$ cat config.mk
export PLATFORM = sky130hd
export DESIGN_NAME = lapb_frame_link_engine
export DESIGN_NICKNAME = d
export VERILOG_FILES = /design/src/rtl/lapb_frame_pkg.sv /design/src/rtl/lapb_fcs16.sv /design/src/rtl/lapb_frame_link_engine.sv
export VERILOG_INCLUDE_DIRS = /design/src /design/src/rtl
export SDC_FILE = /design/constraint.sdc
export NUM_CORES = 1
export LEC_CHECK = 0
export BUFFER_PORTS_ARGS = -buffer_cell sky130_fd_sc_hd__buf_4
export CAP_MARGIN = 20
export CORE_ASPECT_RATIO = 0.9
export CORE_UTILIZATION = 50
export DETAILED_ROUTE_END_ITERATION = 6
export PLACE_DENSITY_LB_ADDON = 0.2
export SLEW_MARGIN = 5
export SYNTH_ARGS = -nofsm -noshare
export SYNTH_HDL_FRONTEND = slang
export SYNTH_SLANG_ARGS = --single-unit
export TNS_END_PERCENT = 50
$ cat constraint.sdc
create_clock -name i_clock -period 13.9 [get_ports i_clock]
set_input_delay 2.085 -clock i_clock [delete_from_list [all_inputs] [get_ports i_clock]]
set_output_delay 2.085 -clock i_clock [all_outputs]
set_load 0.01 [all_outputs]
$ cat src/rtl/lapb_frame_map.svh
// constants for the link frame engine: codes, field positions, timing
`ifndef LAPB_FRAME_MAP_SVH
`define LAPB_FRAME_MAP_SVH
`define LFE_FLAG 8'h7e
`define LFE_MARK 8'hff
`define LFE_STUFF_RUN 3'h5
`define LFE_UNNUM_EN_BIT 2
`define LFE_PF_MASK 8'h10
`define LFE_CTL_UI 8'h03
`define LFE_CTL_TEST 8'he3
`define LFE_CTL_XID 8'haf
`define LFE_CTL_REJ 8'h09
`define LFE_FCS_INIT 16'hffff
`define LFE_FCS_POLY 16'h8408
`define LFE_FCS_GOOD 16'hf0b8
`define LFE_MIN_OCTETS 15'h0004
`define LFE_MIN_OCTETS_SEQ 15'h0005
`define LFE_COARSE_STEPS 12'h00a
`define LFE_TICK_TIME_NS 100000000
`define LFE_CLOCK_PERIOD_NS 100
`define LFE_TICK_CYCLES (`LFE_TICK_TIME_NS / `LFE_CLOCK_PERIOD_NS)
`endif

$ cat src/rtl/lapb_frame_pkg.sv
// types shared by the link frame engine
package lapb_frame_pkg;
  typedef struct packed {
    logic [7:0]  protocol_option_param;
    logic        mod128;
    logic [7:0]  t1;
    logic [7:0]  t2;
    logic [7:0]  t3;
    logic        t3_coarse;
    logic [6:0]  k;
    logic [13:0] max_info_octets;
    logic [7:0]  n2;
    logic [7:0]  addr_cmd;
    logic [7:0]  addr_rsp;
  } system_parameter_table_t;
  typedef enum logic [1:0] {UN_UI = 2'h0, UN_TEST = 2'h1, UN_XID = 2'h2} unnum_kind_t;
  typedef struct packed {
    unnum_kind_t kind;
    logic        is_cmd;
    logic        pf;
    logic        has_info;
  } unnum_req_t;
  typedef enum logic [2:0] {RK_I = 3'h0, RK_S = 3'h1, RK_UI = 3'h2, RK_TEST = 3'h3, RK_XID = 3'h4,
                            RK_U = 3'h5} rx_kind_t;
  typedef struct packed {
    logic     good;
    logic     undefined;
    logic     overlong;
    rx_kind_t kind;
  } rx_status_t;
  typedef struct packed {
    logic [6:0] vs;
    logic [6:0] va;
    logic [6:0] vr;
  } seq_state_t;
  typedef enum logic [8:0] {
    TX_IDLE  = 9'h001,
    TX_OPEN  = 9'h002,
    TX_ADDR  = 9'h004,
    TX_CTL0  = 9'h008,
    TX_CTL1  = 9'h010,
    TX_INFO  = 9'h020,
    TX_FCS   = 9'h040,
    TX_CLOSE = 9'h080,
    TX_ABORT = 9'h100
  } tx_state_t;
endpackage

$ cat src/rtl/lapb_fcs16.sv
// bit-serial 16-bit hdlc crc register, reflected form
`timescale 1ns/1ps
`include "lapb_frame_map.svh"
module lapb_fcs16 (
  input  wire logic        i_clock,
  input  wire logic        i_rst_n,
  input  wire logic        i_enable,
  input  wire logic        i_clear,
  input  wire logic        i_shift,
  input  wire logic        i_bit,
  output logic      [15:0] o_crc,
  output logic      [15:0] o_next
);
  wire        fb      = o_crc[0] ^ i_bit;
  wire [15:0] shifted = {1'b0, o_crc[15:1]} ^ (fb ? `LFE_FCS_POLY : 16'h0000);
  assign o_next = i_shift ? shifted : o_crc;
  always_ff @(posedge i_clock or negedge i_rst_n) begin
    if (!i_rst_n) begin
      o_crc <= `LFE_FCS_INIT;
    end else if (i_enable) begin
      o_crc <= i_clear ? `LFE_FCS_INIT : o_next;
    end
  end
endmodule

$ cat src/rtl/lapb_frame_link_engine.sv
// hdlc link frame engine: framing, fcs, timers and sequence state
`timescale 1ns/1ps
`include "lapb_frame_map.svh"
module lapb_frame_link_engine #(
  parameter int TICK_CYCLES = `LFE_TICK_CYCLES
) (
  input  wire logic                                   i_clock,
  input  wire logic                                   i_rst_n,
  input  wire logic                                   i_enable,
  input  wire lapb_frame_pkg::system_parameter_table_t i_param,
  input  wire logic                                   i_link_setup,
  input  wire logic                                   i_transmit_unnumbered_cmd,
  input  wire lapb_frame_pkg::unnum_req_t              i_unnum_req,
  input  wire logic                                   i_send_info,
  input  wire logic                             [7:0] i_tx_data,
  input  wire logic                                   i_tx_valid,
  input  wire logic                                   i_tx_last,
  output logic                                        o_tx_ready,
  output logic                                        o_tx_idle,
  output logic                                        o_window_open,
  output logic                                        o_txd,
  input  wire logic                                   i_rxd,
  output logic                                  [7:0] o_rx_data,
  output logic                                        o_rx_valid,
  output logic                                        o_rx_end,
  output lapb_frame_pkg::rx_status_t                   o_rx_status,
  output lapb_frame_pkg::seq_state_t                   o_seq,
  output logic                                        o_t1_expired,
  output logic                                        o_t2_expired,
  output logic                                        o_t3_expired,
  output logic                                        o_retry_exhausted
);
  import lapb_frame_pkg::*;

  if (TICK_CYCLES < 2) begin : g_chk
    $error("TICK_CYCLES must be at least 2");
  end
  localparam int TW = $clog2(TICK_CYCLES + 1);
  localparam logic [TW-1:0] TICK_LAST = TW'(TICK_CYCLES - 1);

  seq_state_t seq;
  logic       rej_pend;
  // all variables wrap at the modulus
  wire [6:0] mask        = i_param.mod128 ? 7'h7f : 7'h07;
  wire [6:0] outstanding = (seq.vs - seq.va) & mask;
  wire [6:0] k_eff       = (i_param.k > mask) ? mask : i_param.k;
  assign o_seq = seq;
  assign o_window_open = outstanding < k_eff;

  // receive side
  logic [2:0]  ones_rx;
  logic [2:0]  bcnt;
  logic [2:0]  dly_n;
  logic [5:0]  dly;
  logic        in_frame;
  logic [7:0]  bsr;
  logic [7:0]  ctl0;
  logic [7:0]  ctl1;
  logic [7:0]  pipe0;
  logic [7:0]  pipe1;
  logic [1:0]  pipe_n;
  logic [14:0] octets;
  logic        addr_ok;
  logic [15:0] rx_crc;
  rx_kind_t    kind;

  wire abort_ev = i_rxd && ones_rx >= 3'h6;
  wire six_ev   = i_rxd && ones_rx == 3'h5;
  wire flag_ev  = !i_rxd && ones_rx == 3'h6;
  // stuffed zeros and a flag's last two bits never enter
  wire push     = in_frame && ones_rx < `LFE_STUFF_RUN;
  wire data_ev  = push && dly_n == 3'h6;
  wire [7:0] nb = {dly[0], bsr[7:1]};
  wire byte_done = data_ev && bcnt == 3'h7;
  wire has_body  = octets != 15'h0 || bcnt != 3'h0;
  // only a frame opened by a flag can end
  wire frame_end = in_frame && has_body && (flag_ev || abort_ev);

  wire is_i    = !ctl0[0];
  wire is_s    = ctl0[1:0] == 2'b01;
  wire is_u    = ctl0[1:0] == 2'b11;
  wire has_seq = i_param.mod128 && (is_i || is_s);
  wire [7:0] uc = ctl0 & ~`LFE_PF_MASK;
  wire is_ui   = is_u && uc == `LFE_CTL_UI;
  wire is_test = is_u && uc == `LFE_CTL_TEST;
  wire is_xid  = is_u && uc == `LFE_CTL_XID;
  wire [14:0] min_oct = has_seq ? `LFE_MIN_OCTETS_SEQ : `LFE_MIN_OCTETS;
  wire long_ok  = octets >= min_oct;
  wire frame_ok = bcnt == 3'h0 && long_ok && rx_crc == `LFE_FCS_GOOD && addr_ok;
  wire overlong = (octets - min_oct) > {1'b0, i_param.max_info_octets};
  wire undefined = (is_ui || is_test || is_xid) && !i_param.protocol_option_param[`LFE_UNNUM_EN_BIT];
  wire good      = !abort_ev && frame_ok && !overlong && !undefined;
  assign kind = is_i ? RK_I : is_s ? RK_S : is_ui ? RK_UI : is_test ? RK_TEST : is_xid ? RK_XID : RK_U;

  wire [6:0] ns = i_param.mod128 ? ctl0[7:1] : {4'h0, ctl0[3:1]};
  wire [6:0] nr = i_param.mod128 ? ctl1[7:1] : {4'h0, ctl0[7:5]};
  wire rx_ok     = i_enable && frame_end && flag_ev && good;
  wire in_order  = ns == seq.vr;
  // n(r) valid between v(a) and v(s)
  wire nr_ok     = ((nr - seq.va) & mask) <= outstanding;
  wire ack_frame = rx_ok && (is_i || is_s) && nr_ok;
  wire va_adv    = ack_frame && nr != seq.va;

  always_ff @(posedge i_clock or negedge i_rst_n) begin
    if (!i_rst_n) begin
      ones_rx  <= 3'h0;
      in_frame <= 1'b0;
      dly      <= 6'h00;
      dly_n    <= 3'h0;
    end else if (i_enable) begin
      ones_rx <= i_rxd ? ((ones_rx == 3'h7) ? 3'h7 : ones_rx + 3'h1) : 3'h0;
      if (flag_ev) begin
        in_frame <= 1'b1;
      end else if (abort_ev) begin
        in_frame <= 1'b0;
      end
      // the six bits held back are the flag's own opening bits
      if (six_ev || flag_ev) begin
        dly_n <= 3'h0;
      end else if (push) begin
        dly   <= {i_rxd, dly[5:1]};
        dly_n <= (dly_n == 3'h6) ? 3'h6 : dly_n + 3'h1;
      end
    end
  end

  always_ff @(posedge i_clock or negedge i_rst_n) begin
    if (!i_rst_n) begin
      bsr     <= 8'h00;
      bcnt    <= 3'h0;
      octets  <= 15'h0000;
      addr_ok <= 1'b0;
      ctl0    <= 8'h00;
      ctl1    <= 8'h00;
    end else if (i_enable) begin
      if (flag_ev || abort_ev) begin
        bcnt    <= 3'h0;
        octets  <= 15'h0000;
        addr_ok <= 1'b0;
      end else if (data_ev) begin
        // octets arrive least significant bit first
        bsr  <= nb;
        bcnt <= bcnt + 3'h1;
        if (byte_done && octets != 15'h7fff) octets <= octets + 15'h0001;
        if (byte_done && octets == 15'h0000) addr_ok <= nb == i_param.addr_cmd || nb == i_param.addr_rsp;
        if (byte_done && octets == 15'h0001) ctl0 <= nb;
        if (byte_done && octets == 15'h0002) ctl1 <= nb;
      end
    end
  end

  // two octets held back so the fcs is never handed on
  always_ff @(posedge i_clock or negedge i_rst_n) begin
    if (!i_rst_n) begin
      pipe0       <= 8'h00;
      pipe1       <= 8'h00;
      pipe_n      <= 2'h0;
      o_rx_data   <= 8'h00;
      o_rx_valid  <= 1'b0;
      o_rx_end    <= 1'b0;
      o_rx_status <= '0;
    end else if (i_enable) begin
      o_rx_valid <= byte_done && pipe_n == 2'h2;
      o_rx_end   <= frame_end;
      if (flag_ev || abort_ev) begin
        pipe_n <= 2'h0;
      end else if (byte_done) begin
        pipe0  <= nb;
        pipe1  <= pipe0;
        pipe_n <= (pipe_n == 2'h2) ? 2'h2 : pipe_n + 2'h1;
        if (pipe_n == 2'h2) o_rx_data <= pipe1;
      end
      if (frame_end) o_rx_status <= {good, frame_ok && undefined, frame_ok && overlong, kind};
    end
  end

  // hdlc crc over address, control, info and the received fcs, checked against the good residue
  lapb_fcs16 u_rx_fcs (
    .i_clock  (i_clock),
    .i_rst_n  (i_rst_n),
    .i_enable (i_enable),
    .i_clear  (flag_ev),
    .i_shift  (data_ev),
    .i_bit    (dly[0]),
    .o_crc    (rx_crc),
    .o_next   ()
  );

  // transmit side
  tx_state_t  tx_state;
  tx_state_t  nxt_state;
  logic [7:0] nxt_byte;
  logic       want_info;
  logic [7:0] shreg;
  logic [3:0] bits_left;
  logic [2:0] ones_tx;
  logic [7:0] fcs_hi;
  logic       fcs_second;
  logic       info_last;
  logic [7:0] fr_addr;
  logic [7:0] fr_ctl0;
  logic [7:0] fr_ctl1;
  logic       fr_two;
  logic       fr_info;
  logic [15:0] tx_crc;
  logic [15:0] tx_crc_next;

  wire tx_busy  = tx_state != TX_IDLE;
  wire stuff_on = tx_state inside {TX_ADDR, TX_CTL0, TX_CTL1, TX_INFO, TX_FCS};
  wire crc_on   = stuff_on && tx_state != TX_FCS;
  wire ins      = (stuff_on || tx_state == TX_CLOSE) && ones_tx == `LFE_STUFF_RUN;
  wire out_bit  = !ins && shreg[0];
  wire adv      = i_enable && tx_busy && !ins;
  wire byte_end = adv && bits_left == 4'h1;
  wire idle_go  = i_enable && !tx_busy;
  wire tx_rej_start = idle_go && rej_pend;
  wire tx_i_start   = idle_go && !rej_pend && i_send_info && o_window_open;
  // unnumbered frames leave only on the host command
  wire tx_u_start   = idle_go && !rej_pend && !tx_i_start && i_transmit_unnumbered_cmd;
  wire tx_go        = tx_rej_start || tx_i_start || tx_u_start;
  wire [7:0] ucode  = (i_unnum_req.kind == UN_UI) ? `LFE_CTL_UI :
                      (i_unnum_req.kind == UN_TEST) ? `LFE_CTL_TEST : `LFE_CTL_XID;
  assign o_tx_idle  = !tx_busy;
  assign o_tx_ready = byte_end && want_info;

  always_comb begin
    nxt_state = TX_IDLE;
    nxt_byte  = `LFE_MARK;
    want_info = 1'b0;
    case (tx_state)
      TX_OPEN: begin
        nxt_state = TX_ADDR;
        nxt_byte  = fr_addr;
      end
      TX_ADDR: begin
        nxt_state = TX_CTL0;
        nxt_byte  = fr_ctl0;
      end
      TX_CTL0: begin
        nxt_state = fr_two ? TX_CTL1 : (fr_info ? TX_INFO : TX_FCS);
        nxt_byte  = fr_ctl1;
      end
      TX_CTL1: nxt_state = fr_info ? TX_INFO : TX_FCS;
      TX_INFO: nxt_state = info_last ? TX_FCS : TX_INFO;
      TX_FCS: begin
        nxt_state = fcs_second ? TX_CLOSE : TX_FCS;
        nxt_byte  = fcs_second ? `LFE_FLAG : fcs_hi;
      end
      default: nxt_state = TX_IDLE;
    endcase
    if (nxt_state == TX_INFO) begin
      want_info = 1'b1;
      nxt_byte  = i_tx_data;
    end
    // fcs leaves bit 0 first from the reflected register
    if (nxt_state == TX_FCS && tx_state != TX_FCS) nxt_byte = ~tx_crc_next[7:0];
    // an info underrun cannot stall the line, so the frame is aborted
    if (want_info && !i_tx_valid) begin
      nxt_state = TX_ABORT;
      nxt_byte  = `LFE_MARK;
    end
  end

  always_ff @(posedge i_clock or negedge i_rst_n) begin
    if (!i_rst_n) begin
      tx_state   <= TX_IDLE;
      shreg      <= `LFE_MARK;
      bits_left  <= 4'h0;
      ones_tx    <= 3'h0;
      o_txd      <= 1'b1;
      fcs_hi     <= 8'h00;
      fcs_second <= 1'b0;
      info_last  <= 1'b0;
    end else if (i_enable) begin
      o_txd <= tx_busy ? out_bit : 1'b1;
      // flag bits do not count toward stuffing
      ones_tx <= (stuff_on && out_bit) ? ones_tx + 3'h1 : 3'h0;
      if (tx_go) begin
        tx_state   <= TX_OPEN;
        shreg      <= `LFE_FLAG;
        bits_left  <= 4'h8;
        fcs_second <= 1'b0;
        info_last  <= 1'b0;
      end else if (byte_end) begin
        tx_state  <= nxt_state;
        shreg     <= nxt_byte;
        bits_left <= 4'h8;
        if (want_info && i_tx_valid) info_last <= i_tx_last;
        if (nxt_state == TX_FCS && tx_state != TX_FCS) fcs_hi <= ~tx_crc_next[15:8];
        if (tx_state == TX_FCS) fcs_second <= 1'b1;
      end else if (adv) begin
        shreg     <= {1'b1, shreg[7:1]};
        bits_left <= bits_left - 4'h1;
      end
    end
  end

  always_ff @(posedge i_clock or negedge i_rst_n) begin
    if (!i_rst_n) begin
      fr_addr <= 8'h00;
      fr_ctl0 <= 8'h00;
      fr_ctl1 <= 8'h00;
      fr_two  <= 1'b0;
      fr_info <= 1'b0;
    end else if (tx_rej_start) begin
      fr_addr <= i_param.addr_rsp;
      fr_ctl0 <= i_param.mod128 ? `LFE_CTL_REJ : {seq.vr[2:0], 1'b0, 4'(`LFE_CTL_REJ)};
      fr_ctl1 <= {seq.vr, 1'b0};
      fr_two  <= i_param.mod128;
      fr_info <= 1'b0;
    end else if (tx_i_start) begin
      fr_addr <= i_param.addr_cmd;
      fr_ctl0 <= i_param.mod128 ? {seq.vs, 1'b0} : {seq.vr[2:0], 1'b0, seq.vs[2:0], 1'b0};
      fr_ctl1 <= {seq.vr, 1'b0};
      fr_two  <= i_param.mod128;
      fr_info <= 1'b1;
    end else if (tx_u_start) begin
      fr_addr <= i_unnum_req.is_cmd ? i_param.addr_cmd : i_param.addr_rsp;
      fr_ctl0 <= ucode | (i_unnum_req.pf ? `LFE_PF_MASK : 8'h00);
      fr_two  <= 1'b0;
      fr_info <= i_unnum_req.has_info;
    end
  end

  lapb_fcs16 u_tx_fcs (
    .i_clock  (i_clock),
    .i_rst_n  (i_rst_n),
    .i_enable (i_enable),
    .i_clear  (tx_go),
    .i_shift  (adv && crc_on),
    .i_bit    (shreg[0]),
    .o_crc    (tx_crc),
    .o_next   (tx_crc_next)
  );

  // sequence state: only frame traffic and link setup move it
  always_ff @(posedge i_clock or negedge i_rst_n) begin
    if (!i_rst_n) begin
      seq      <= '0;
      rej_pend <= 1'b0;
    end else if (i_enable) begin
      if (i_link_setup) begin
        seq <= '0;
      end else begin
        if (tx_i_start) seq.vs <= (seq.vs + 7'h01) & mask;
        if (ack_frame) seq.va <= nr;
        if (rx_ok && is_i && in_order) seq.vr <= (seq.vr + 7'h01) & mask;
      end
      // out of order: reject pending, set wins
      if (rx_ok && is_i && !in_order) begin
        rej_pend <= 1'b1;
      end else if (tx_rej_start || i_link_setup) begin
        rej_pend <= 1'b0;
      end
    end
  end

  // timers in 0.1 s steps
  logic [TW-1:0] tick_cnt;
  logic [7:0]    t1_cnt;
  logic [7:0]    t2_cnt;
  logic [7:0]    retry;
  logic [11:0]   t3_cnt;
  logic          t2_run;
  wire tick = i_enable && tick_cnt == TICK_LAST;
  // t1 and t2 count 0.1 s steps
  wire t1_run  = outstanding != 7'h00 && i_param.t1 != 8'h00;
  wire t1_rst  = i_link_setup || tx_i_start || va_adv;
  wire t1_fire = tick && t1_run && !t1_rst && t1_cnt == i_param.t1 - 8'h01;
  wire t2_fire = tick && t2_run && i_param.t2 != 8'h00 && t2_cnt == i_param.t2 - 8'h01;
  wire [11:0] t3_lim = i_param.t3_coarse ? {4'h0, i_param.t3} * `LFE_COARSE_STEPS : {4'h0, i_param.t3};
  wire t3_fire = tick && !flag_ev && t3_lim != 12'h000 && t3_cnt == t3_lim - 12'h001;

  always_ff @(posedge i_clock or negedge i_rst_n) begin
    if (!i_rst_n) begin
      tick_cnt     <= '0;
      t1_cnt       <= 8'h00;
      o_t1_expired <= 1'b0;
      t3_cnt       <= 12'h000;
      o_t3_expired <= 1'b0;
    end else if (i_enable) begin
      tick_cnt     <= (tick_cnt == TICK_LAST) ? '0 : tick_cnt + 1'b1;
      o_t1_expired <= t1_fire;
      o_t3_expired <= t3_fire;
      if (t1_rst || !t1_run || t1_fire) begin
        t1_cnt <= 8'h00;
      end else if (tick) begin
        t1_cnt <= t1_cnt + 8'h01;
      end
      if (flag_ev || t3_fire) begin
        t3_cnt <= 12'h000;
      end else if (tick) begin
        t3_cnt <= t3_cnt + 12'h001;
      end
    end
  end

  always_ff @(posedge i_clock or negedge i_rst_n) begin
    if (!i_rst_n) begin
      t2_run            <= 1'b0;
      t2_cnt            <= 8'h00;
      o_t2_expired      <= 1'b0;
      retry             <= 8'h00;
      o_retry_exhausted <= 1'b0;
    end else if (i_enable) begin
      o_t2_expired <= t2_fire;
      // ack pending starts t2; a frame carrying n(r) stops it
      if (rx_ok && is_i && in_order) begin
        t2_run <= 1'b1;
        t2_cnt <= 8'h00;
      end else if (tx_i_start || tx_rej_start || i_link_setup || t2_fire) begin
        t2_run <= 1'b0;
      end else if (tick && t2_run) begin
        t2_cnt <= t2_cnt + 8'h01;
      end
      if (i_link_setup || va_adv) begin
        retry             <= 8'h00;
        o_retry_exhausted <= 1'b0;
      end else if (t1_fire) begin
        if (retry == i_param.n2) o_retry_exhausted <= 1'b1;
        else retry <= retry + 8'h01;
      end
    end
  end
endmodule

# Yosys cells after proc, flatten, opt, wreduce, memory -nomap -nowiden
# Index checks and enable logic that the tools add are counted.
[totals]
register_bits = 266
in_bits = 101
output_inout_bits = 45
word_cells = 399
[op_classes]
addsub = 20
multipliers = 1
magnitude_cmp = 7
n_eq_ne = 41
mux = 105
n_bitwise = 14
n_reduce_logical = 162
[ops]
columns = ["operator", "n"]
rows = [
  ["$mux W8", 28],
  ["$mux W16", 6],
  ["$mux W7", 10],
  ["$logic_and A1 B1 Y1", 66],
  ["$pmux W9 S6", 1],
  ["$mux W15", 3],
  ["$reduce_bool A2 Y1", 21],
  ["$eq A8 B8 Y1", 5],
  ["$mux W12", 3],
  ["$mux W3", 12],
  ["$mux W9", 4],
  ["$pmux W8 S4", 1],
  ["$xor A15 B16 Y16", 2],
  ["$reduce_and A2 Y1", 15],
  ["$reduce_and A3 Y1", 10],
  ["$and A7 B7 Y7", 4],
  ["$mux W1", 28],
  ["$eq A9 B7 Y1 const B", 3],
  ["$add A8 B1 Y8 const B", 3],
  ["$mux W21", 1],
  ["$add A20 B1 Y20 const B", 1],
  ["$eq A20 B20 Y1 const B", 1],
  ["$mux W20", 1],
  ["$logic_or A1 B1 Y1", 19],
  ["other kinds (58)", 102],
]

# Longest topological paths before layout
# Gate-level depths: netlist of the first run.
[depth]
ltp_word = 22
depth_mapped = 21
ltp_nobuf = 19

# Cells and area by module
# Synthesis of the first run repeated with hierarchy kept, for this count alone.
[unflattened]
hier_cells = 1911
area_unflattened_um2 = 17451.7
[by_module_without_submodules]
columns = ["module", "n_inst", "cells_each", "area_each_um2"]
rows = [
  ["lapb_frame_link_engine", 1, 1727, 15407.3],
  ["lapb_fcs16", 2, 92, 1022.2],
]

# Worst setup path after synthesis of the first run
# No wires, ideal clock.
[synth_timing]
path_type = "input -> output"
from = "input i_param[70] (netlist bit)"
to = "output o_window_open"
arrival_ps = 4964
required_ps = 11815
slack_ps = 6851
cell_stages = 13
n_path_buf = 1
path_cell_list = "inv_1 -> clkbuf_1 -> ha_1 -> a21o_1 -> a21o_1 -> a21o_1 -> nor2b_1 -> mux2i_1 -> ha_1 -> nand4_1 -> or4b_1 -> a211oi_2 -> a2111oi_0"
[synth_via]
elab_chain_len = 4
elab_cells_between_ends = 5
cone_classes = "2 x order compare; 2 x mux; 1 x bitwise"
[synth_rtl]
columns = ["item", "line", "source"]
rows = [
  ["start, declared", "lapb_frame_link_engine.sv:10", "input wire lapb_frame_pkg::system_parameter_table_t i_param,"],
  ["$mux W7 *", "lapb_frame_link_engine.sv:44", "wire [6:0] mask = i_param.mod128 ? 7'h7f : 7'h07;"],
  ["$gt A7 B7 Y1", "lapb_frame_link_engine.sv:46", "wire [6:0] k_eff = (i_param.k > mask) ? mask : i_param.k;"],
  ["$mux W7", "lapb_frame_link_engine.sv:46", ""],
  ["$lt A7 B7 Y1 *", "lapb_frame_link_engine.sv:48", "assign o_window_open = outstanding < k_eff;"],
  ["end, declared", "lapb_frame_link_engine.sv:20", "output logic o_window_open,"],
]
# Every way passes the cells marked *; elsewhere a longest branch is shown, timed or not.

# Final worst setup path of the first run
# Same ends and word-level chain as after synthesis.

==> results of run 1 <==
per-stage QoR:
stage | hold slack, ns | std cells | setup WS [ns] | utilization (%) | instance area, sq um
6_report | 0.471 | 2391 | 5.95 | 57.9 | 19000
2_1_floorplan | 0.439 | 1850 | 6.85 | - | 16700
5_1_grt | 0.502 | 2391 | 5.70 | 57.9 | 19000
4_1_cts | 0.475 | 2390 | 5.84 | 57.9 | 19000
3_5_place_dp | 0.459 | 2340 | 5.86 | 54.8 | 18000
3_3_place_gp | 0.456 | 2340 | 5.97 | 54.8 | 18000
placed cells by master, fill, tap and decap left out, types with 17 or more instances in the layout:
cell type  count
nor2_1       129
inv_1        106
ha_1          87
mux2_2        52
nor3_1        38
xnor2_1       76
and3_1        29
a21oi_1       63
dfrtp_1      221
o31ai_1       18
nand4_1       44
nand2_1      239
o22ai_1       18
mux2i_1       40
nand3_1       88
and2_1        21
o22a_1        17
buf_4        144
nor4_1        21
a21o_1        24
clkbuf_16     28
dfstp_2       42
o21ai_0      108
nor2b_1       20
xor2_1        52
path summary, 6_finish.rpt:
| path | startpoint | end | slack (ns) |
|---|---|---|---|
| min reg2reg | pipe0[4] | pipe1[4] | 0.47 |
| max | i_param[70] | o_window_open | 5.95 |
| max reg2reg | o_seq[14] | bits_left[3] | 8.07 |
| min | pipe0[4] | pipe1[4] | 0.47 |
| max in group asynchronous | i_rst_n | octets[14] | 10.94 |
| min in group asynchronous | i_rst_n | bits_left[0] | 1.48 |
state kept, by name, indices dropped and copies added (netlist names), 9 cells and up:
register        count
o_seq              21
tick_cnt           20
u_rx_fcs.o_crc     16
u_tx_fcs.o_crc     16
octets             15
t3_cnt             12
tx_state            9
cell families (layout without fill, tap and decap cells):
logic type,count (synthesis),in the layout,share of synthesized area [%]
xor+xnor,129,129,6.86
compound gates,367,367,14.5
buf+inv,184,303,4.20
fa+ha+maj,90,90,6.89
simple gates,725,725,21.8
mux,92,92,5.91
flops,263,263,39.8
power by group through the flow:
stage                     clock, W  sequential (W)  combinational (W)
after floorplan                  0         0.00102           0.000599
after global placement           0         0.00106           0.000768
after CTS                 0.000852         0.00106           0.000801
after global routing      0.000880         0.00108           0.000901
final                     0.000837         0.00106           0.000800
after detailed placement         0         0.00107           0.000796
final cells by class:
| type | count | area (sq um) | area share, % |
|---|---|---|---|
| multi-input combinational | 1403 | 9340 | 49.0 |
| sequential | 263 | 6630 | 34.8 |
| timing repair buffer | 146 | 1120 | 5.86 |
| clock buffer | 35 | 757 | 3.97 |
| tap | 422 | 528 | 2.77 |
| inverter | 107 | 402 | 2.11 |
| clock inverter | 15 | 270 | 1.42 |
critical path, stage by stage:
cell and delay, ns:
buf_4 0.30, inv_1 0.36, ha_1 0.42, a21o_1 0.11, a21o_1 0.13, a21o_1 0.17, nor2b_1 0.31, mux2i_1 0.25
ha_1 0.27, nand4_1 0.13, or4b_1 0.14, a211oi_2 0.07, a2111oi_0 0.84, buf_4 0.26
layer usage:
layer  wire length, um  GRT usage, %
met1             20000          35.8
met2             20200          41.9
met3              2220          3.44
met4               937          6.32
met5                 0             0
==> qor.yml, run 1 <==
power:
  p_sw_w: 0.000921
  powerDensity_nw_per_um2: 142
  finalPower_w: 0.00270
  power_frac_comb_pct: 29.7
  internal-power_w: 0.00178
  p_leak_nw: 8.92
  ir_drop_v: 0.0000892
  power_frac_clock_pct: 31.0
  switching_share_pct: 34.1
  seq_power_share_pct: 39.3
logic_synthesis:
  synth-async-reset-ratio_pct: 100
  synth_top_cell_by_area: "dfrtp_1"
  synth_area_per_cell_sq_um: 9.01
  synth_area_leaders: "dfrtp_1 (33%), dfstp_2 (6.6%), ha_1 (6.5%)"
  synthTopCellsByCount: "nand2_1 (239), dfrtp_1 (221), nor2_1 (129), o21ai_0 (108), inv_1 (106)"
  ys_seq_area_share_pct: 39.8
  ys_warn_count: 0
  synthesis.nets: 2041
  ys_seq_elements: 263
  synthMostInstantiatedCell: "nand2_1"
  synth_edf_count: 0
  synth.distinct_cells: 92
  synth-main-ff-cell: "dfrtp_1"
  synthCells: 1850
  synth.top_cell.area_share_pct: 33.2
  synth_area_sq_um: 16700
critical_path:
  cp-end-kind: "primary output"
  cp-start-kind: "input port"
  cp_max_fo: 29
  rr_worst_depth: 20
  critical_path_arrival_ns: 5.87
  critPathKind: "in2out"
  crit_required_ns: 11.81
status:
  status: "finished clean"
floorplan:
  coreArea_sq_um: 32900
  dieArea_sq_um: 34100
  rows: 63
  initial_core_util_pct: 50.7
  die_w_um: 194
  io_pins: 146
  die_h_um: 175
global_routing:
  grt_max_degree: 184
  antenna_found_initial: 0
  grt_pass1_wl_mm: 71.0
  grt.total_usage_pct: 25.6
  overflow: 0
  grt_pass1_vias: 13600
cts:
  postCtsHoldBufs: 0
  numCtsBuffers: 28
  clk_latency_ns: 0.58
  h-tree-depth: 1
  cts_setup_buffers: 0
  cts_resized: 0
  cts_tree: "done"
  cts.path.max_buffers: 3
  cts_sinks: 263
  cts_root_buffer: "clkbuf_16"
  clk_pin_slew_ns: 0.06
sta:
  fmax_mhz: 126
  setup_viol: 0
  finClkSkew_ns: 0.0265
  min_period_ns: 7.95
  fin_setup_tns_ns: 0
  worst_slew_pin_slew_ns: 1.10
  maxSlewViolCount: 0
  finalHoldViolCount: 0
  rsz0062_at_grt: "false"
  fin_crit_sh_pct: 57.2
  maxSlewHeadroom_pct: 26.8
final_layout:
  nets: 2140
  nFillCells: 2886
  layout-drive-gt1-share_pct: 15.8
  diodes: 0
  area_growth_pct: 14.3
detailed_routing:
  drt_wl_total_mm: 43.3
  ant_nets: 0
  num_vias: 14200
  drtIter0Drc: 942
  route.detailed.drc: 0
  avgViaCountPerCell: 5.93
  wl_per_cell_um: 18.1
  drtPass1Iterations: 5
hold_path:
  hold_path.class: "reg2reg"
  hold_path_depth: 2
placement:
  port_buffers: 138
  hpwl_mm: 31.8
  gp_congestion: 0.898
flow_run:
  cap_violations: 0
Power figures use the tool's default switching activity.
==> run 2: changes to the inputs <==
Clock period 13.9 ns to 6.4 ns, I/O delays scaled along.
==> run 2 against run 1 <==
Effect of this change: final area hardly changed; sequential power increased by 120%; die area did not move; register-to-register slack worse by 7.3 ns; worst hold slack got worse by 0.087 ns; largest power group unchanged; clock skew rose by 0.00061 ns; flip-flop and latch count did not move; combinational power increased by 120%; non-clock buffer count is 7 higher; global-route usage down 0.27 points; total power grew 110%.
==> qor.yml, run 2 (synthesis gave the netlist of run 1 again) <==
status:
  status: "finished clean"
final_layout:
  diodes: 0
  largest_reg_flops: 21
  area_growth_pct: 14.2
  layout-drive-gt1-share_pct: 16.3
  final-instance-count-excl-fill: 2400
  final_common_cell: "nand2_1"
  nFillCells: 2929
  most-common-layout-cells: "nand2_1 (239), dfrtp_1 (221), buf_4 (151)"
  nets: 2147
sta:
  rsz0062_at_grt: "false"
  setup_viol: 0
  worst_slew_pin_slew_ns: 0.940
  worst_slack_ns: 0.699
  min_period_ns: 5.70
  maxSlewViolCount: 0
  fin_setup_tns_ns: 0
  finalHoldViolCount: 0
  maxSlewHeadroom_pct: 37.3
  finClkSkew_ns: 0.0271
  fmax_mhz: 175
  fin_crit_sh_pct: 89.1
placement:
  placedCellCount: 2348
  preCtsSetupSlack_ns: 0.781
  port_buffers: 138
  gp_congestion: 0.901
  hpwl_mm: 31.7
cts:
  cts.path.max_buffers: 3
  cts_sinks: 263
  clk_latency_ns: 0.57
  clk_pin_slew_ns: 0.06
  h-tree-depth: 1
  numCtsBuffers: 28
  postCtsHoldBufs: 0
  cts_resized: 0
  cts_setup_buffers: 0
  cts_root_buffer: "clkbuf_16"
  cts_tree: "done"
detailed_routing:
  wl_per_cell_um: 17.8
  route.detailed.drc: 0
  avgViaCountPerCell: 5.87
  drtPass1Iterations: 7
  num_vias: 14100
  drtIter0Drc: 909
  ant_nets: 0
  drt_wl_total_mm: 42.8
critical_path:
  crit_path_start: "o_seq[14]"
  r2r_setup_slack_ns: 0.77
  cp-end-kind: "primary output"
  cp_slowest_cell: "or4b_1"
  cp_max_fo: 5
  timing.rr.start: "o_seq[14]"
  critPathCapture: "o_window_open"
  cp_top_family: "simple AND/OR/NAND/NOR gates"
  cp_common_cell: "inv_1"
  crit_required_ns: 5.44
  path_buf_inv: 5
  cp_num_cells: 16
  cp-start-kind: "flop"
  max_stage_delay_ns: 0.53
  critical_path_arrival_ns: 4.74
  timing.rr.end: "retry[2]"
  crit_chain: "inv_1 -> ha_1 -> inv_1 -> fa_1 -> a21o_1 -> a21oi_1 -> nor3_1 -> nor3_1 -> inv_1 -> ha_1 -> nand4_1 -> or4b_1 -> a211oi_2 -> a2111oi_0 -> buf_4 -> buf_4"
  rr_worst_depth: 19
  critPathKind: "reg2out"
global_routing:
  antenna_found_initial: 1
  grt_max_degree: 165
  grt_pass1_wl_mm: 70.1
  grt.total_usage_pct: 25.3
  overflow: 0
  grt_pass1_vias: 13600
power:
  seq_power_share_pct: 40.2
  ir_drop_v: 0.000191
  power_frac_comb_pct: 30.4
  powerDensity_nw_per_um2: 300
  p_leak_nw: 8.91
  finalPower_w: 0.00572
  p_sw_w: 0.00201
  internal-power_w: 0.00371
  power_frac_clock_pct: 29.4
  switching_share_pct: 35.1
floorplan:
  coreArea_sq_um: 32900
  die_h_um: 175
  die_w_um: 194
  dieArea_sq_um: 34100
  initial_core_util_pct: 50.7
  io_pins: 146
  rows: 63
hold_path:
  hold_path.class: "in2async"
flow_run:
  cap_violations: 0
run 2: routing by layer:
layer	up-vias	track usage (%)	wire (um)
met3	70	3.18	1910
li1	6800	-	-
met4	0	6.81	1070
met1	6902	35.4	19900
met5	-	0	0
met2	316	41.4	19900
run 2: layout make-up:
cell class              instances  area, sq um  area share [%]
clock inverters                19          210            1.10
multi-input cells            1403         9340            49.1
clock buffers                  33          749            3.94
well taps                     422          528            2.77
repair buffers                153         1170            6.14
inverters                     107          402            2.11
flip-flops and latches        263         6630            34.9
run 2: worst min path at each step:
stage                  start      endpoint  slack, ns
global placement    pipe0[7]      pipe1[7]       0.46
detailed placement  pipe1[4]      pipe1[4]       0.46
floorplan           pipe0[0]      pipe1[0]       0.44
global route         i_rst_n  bits_left[0]       0.45
finish               i_rst_n  bits_left[0]       0.38
CTS                  i_rst_n  bits_left[1]       0.44
run 2: power groups by stage:
stage	clock network [W]	registers (W)	logic, W
floorplan	0	0.00221	0.00130
global placement	0	0.00231	0.00167
detailed placement	0	0.00232	0.00173
CTS	0.00171	0.00229	0.00174
global route	0.00177	0.00234	0.00196
finish	0.00168	0.00230	0.00174
run 2: metrics by stage:
step / utilization [%] / cell area (sq um) / hold slack (ns)
final: 57.9 / 19000 / 0.384
after global routing: 57.9 / 19000 / 0.451
after CTS: 57.9 / 19000 / 0.443
after detailed placement: 55.0 / 18100 / 0.459
after global placement: 55.0 / 18100 / 0.458
after floorplan: - / 16700 / 0.439
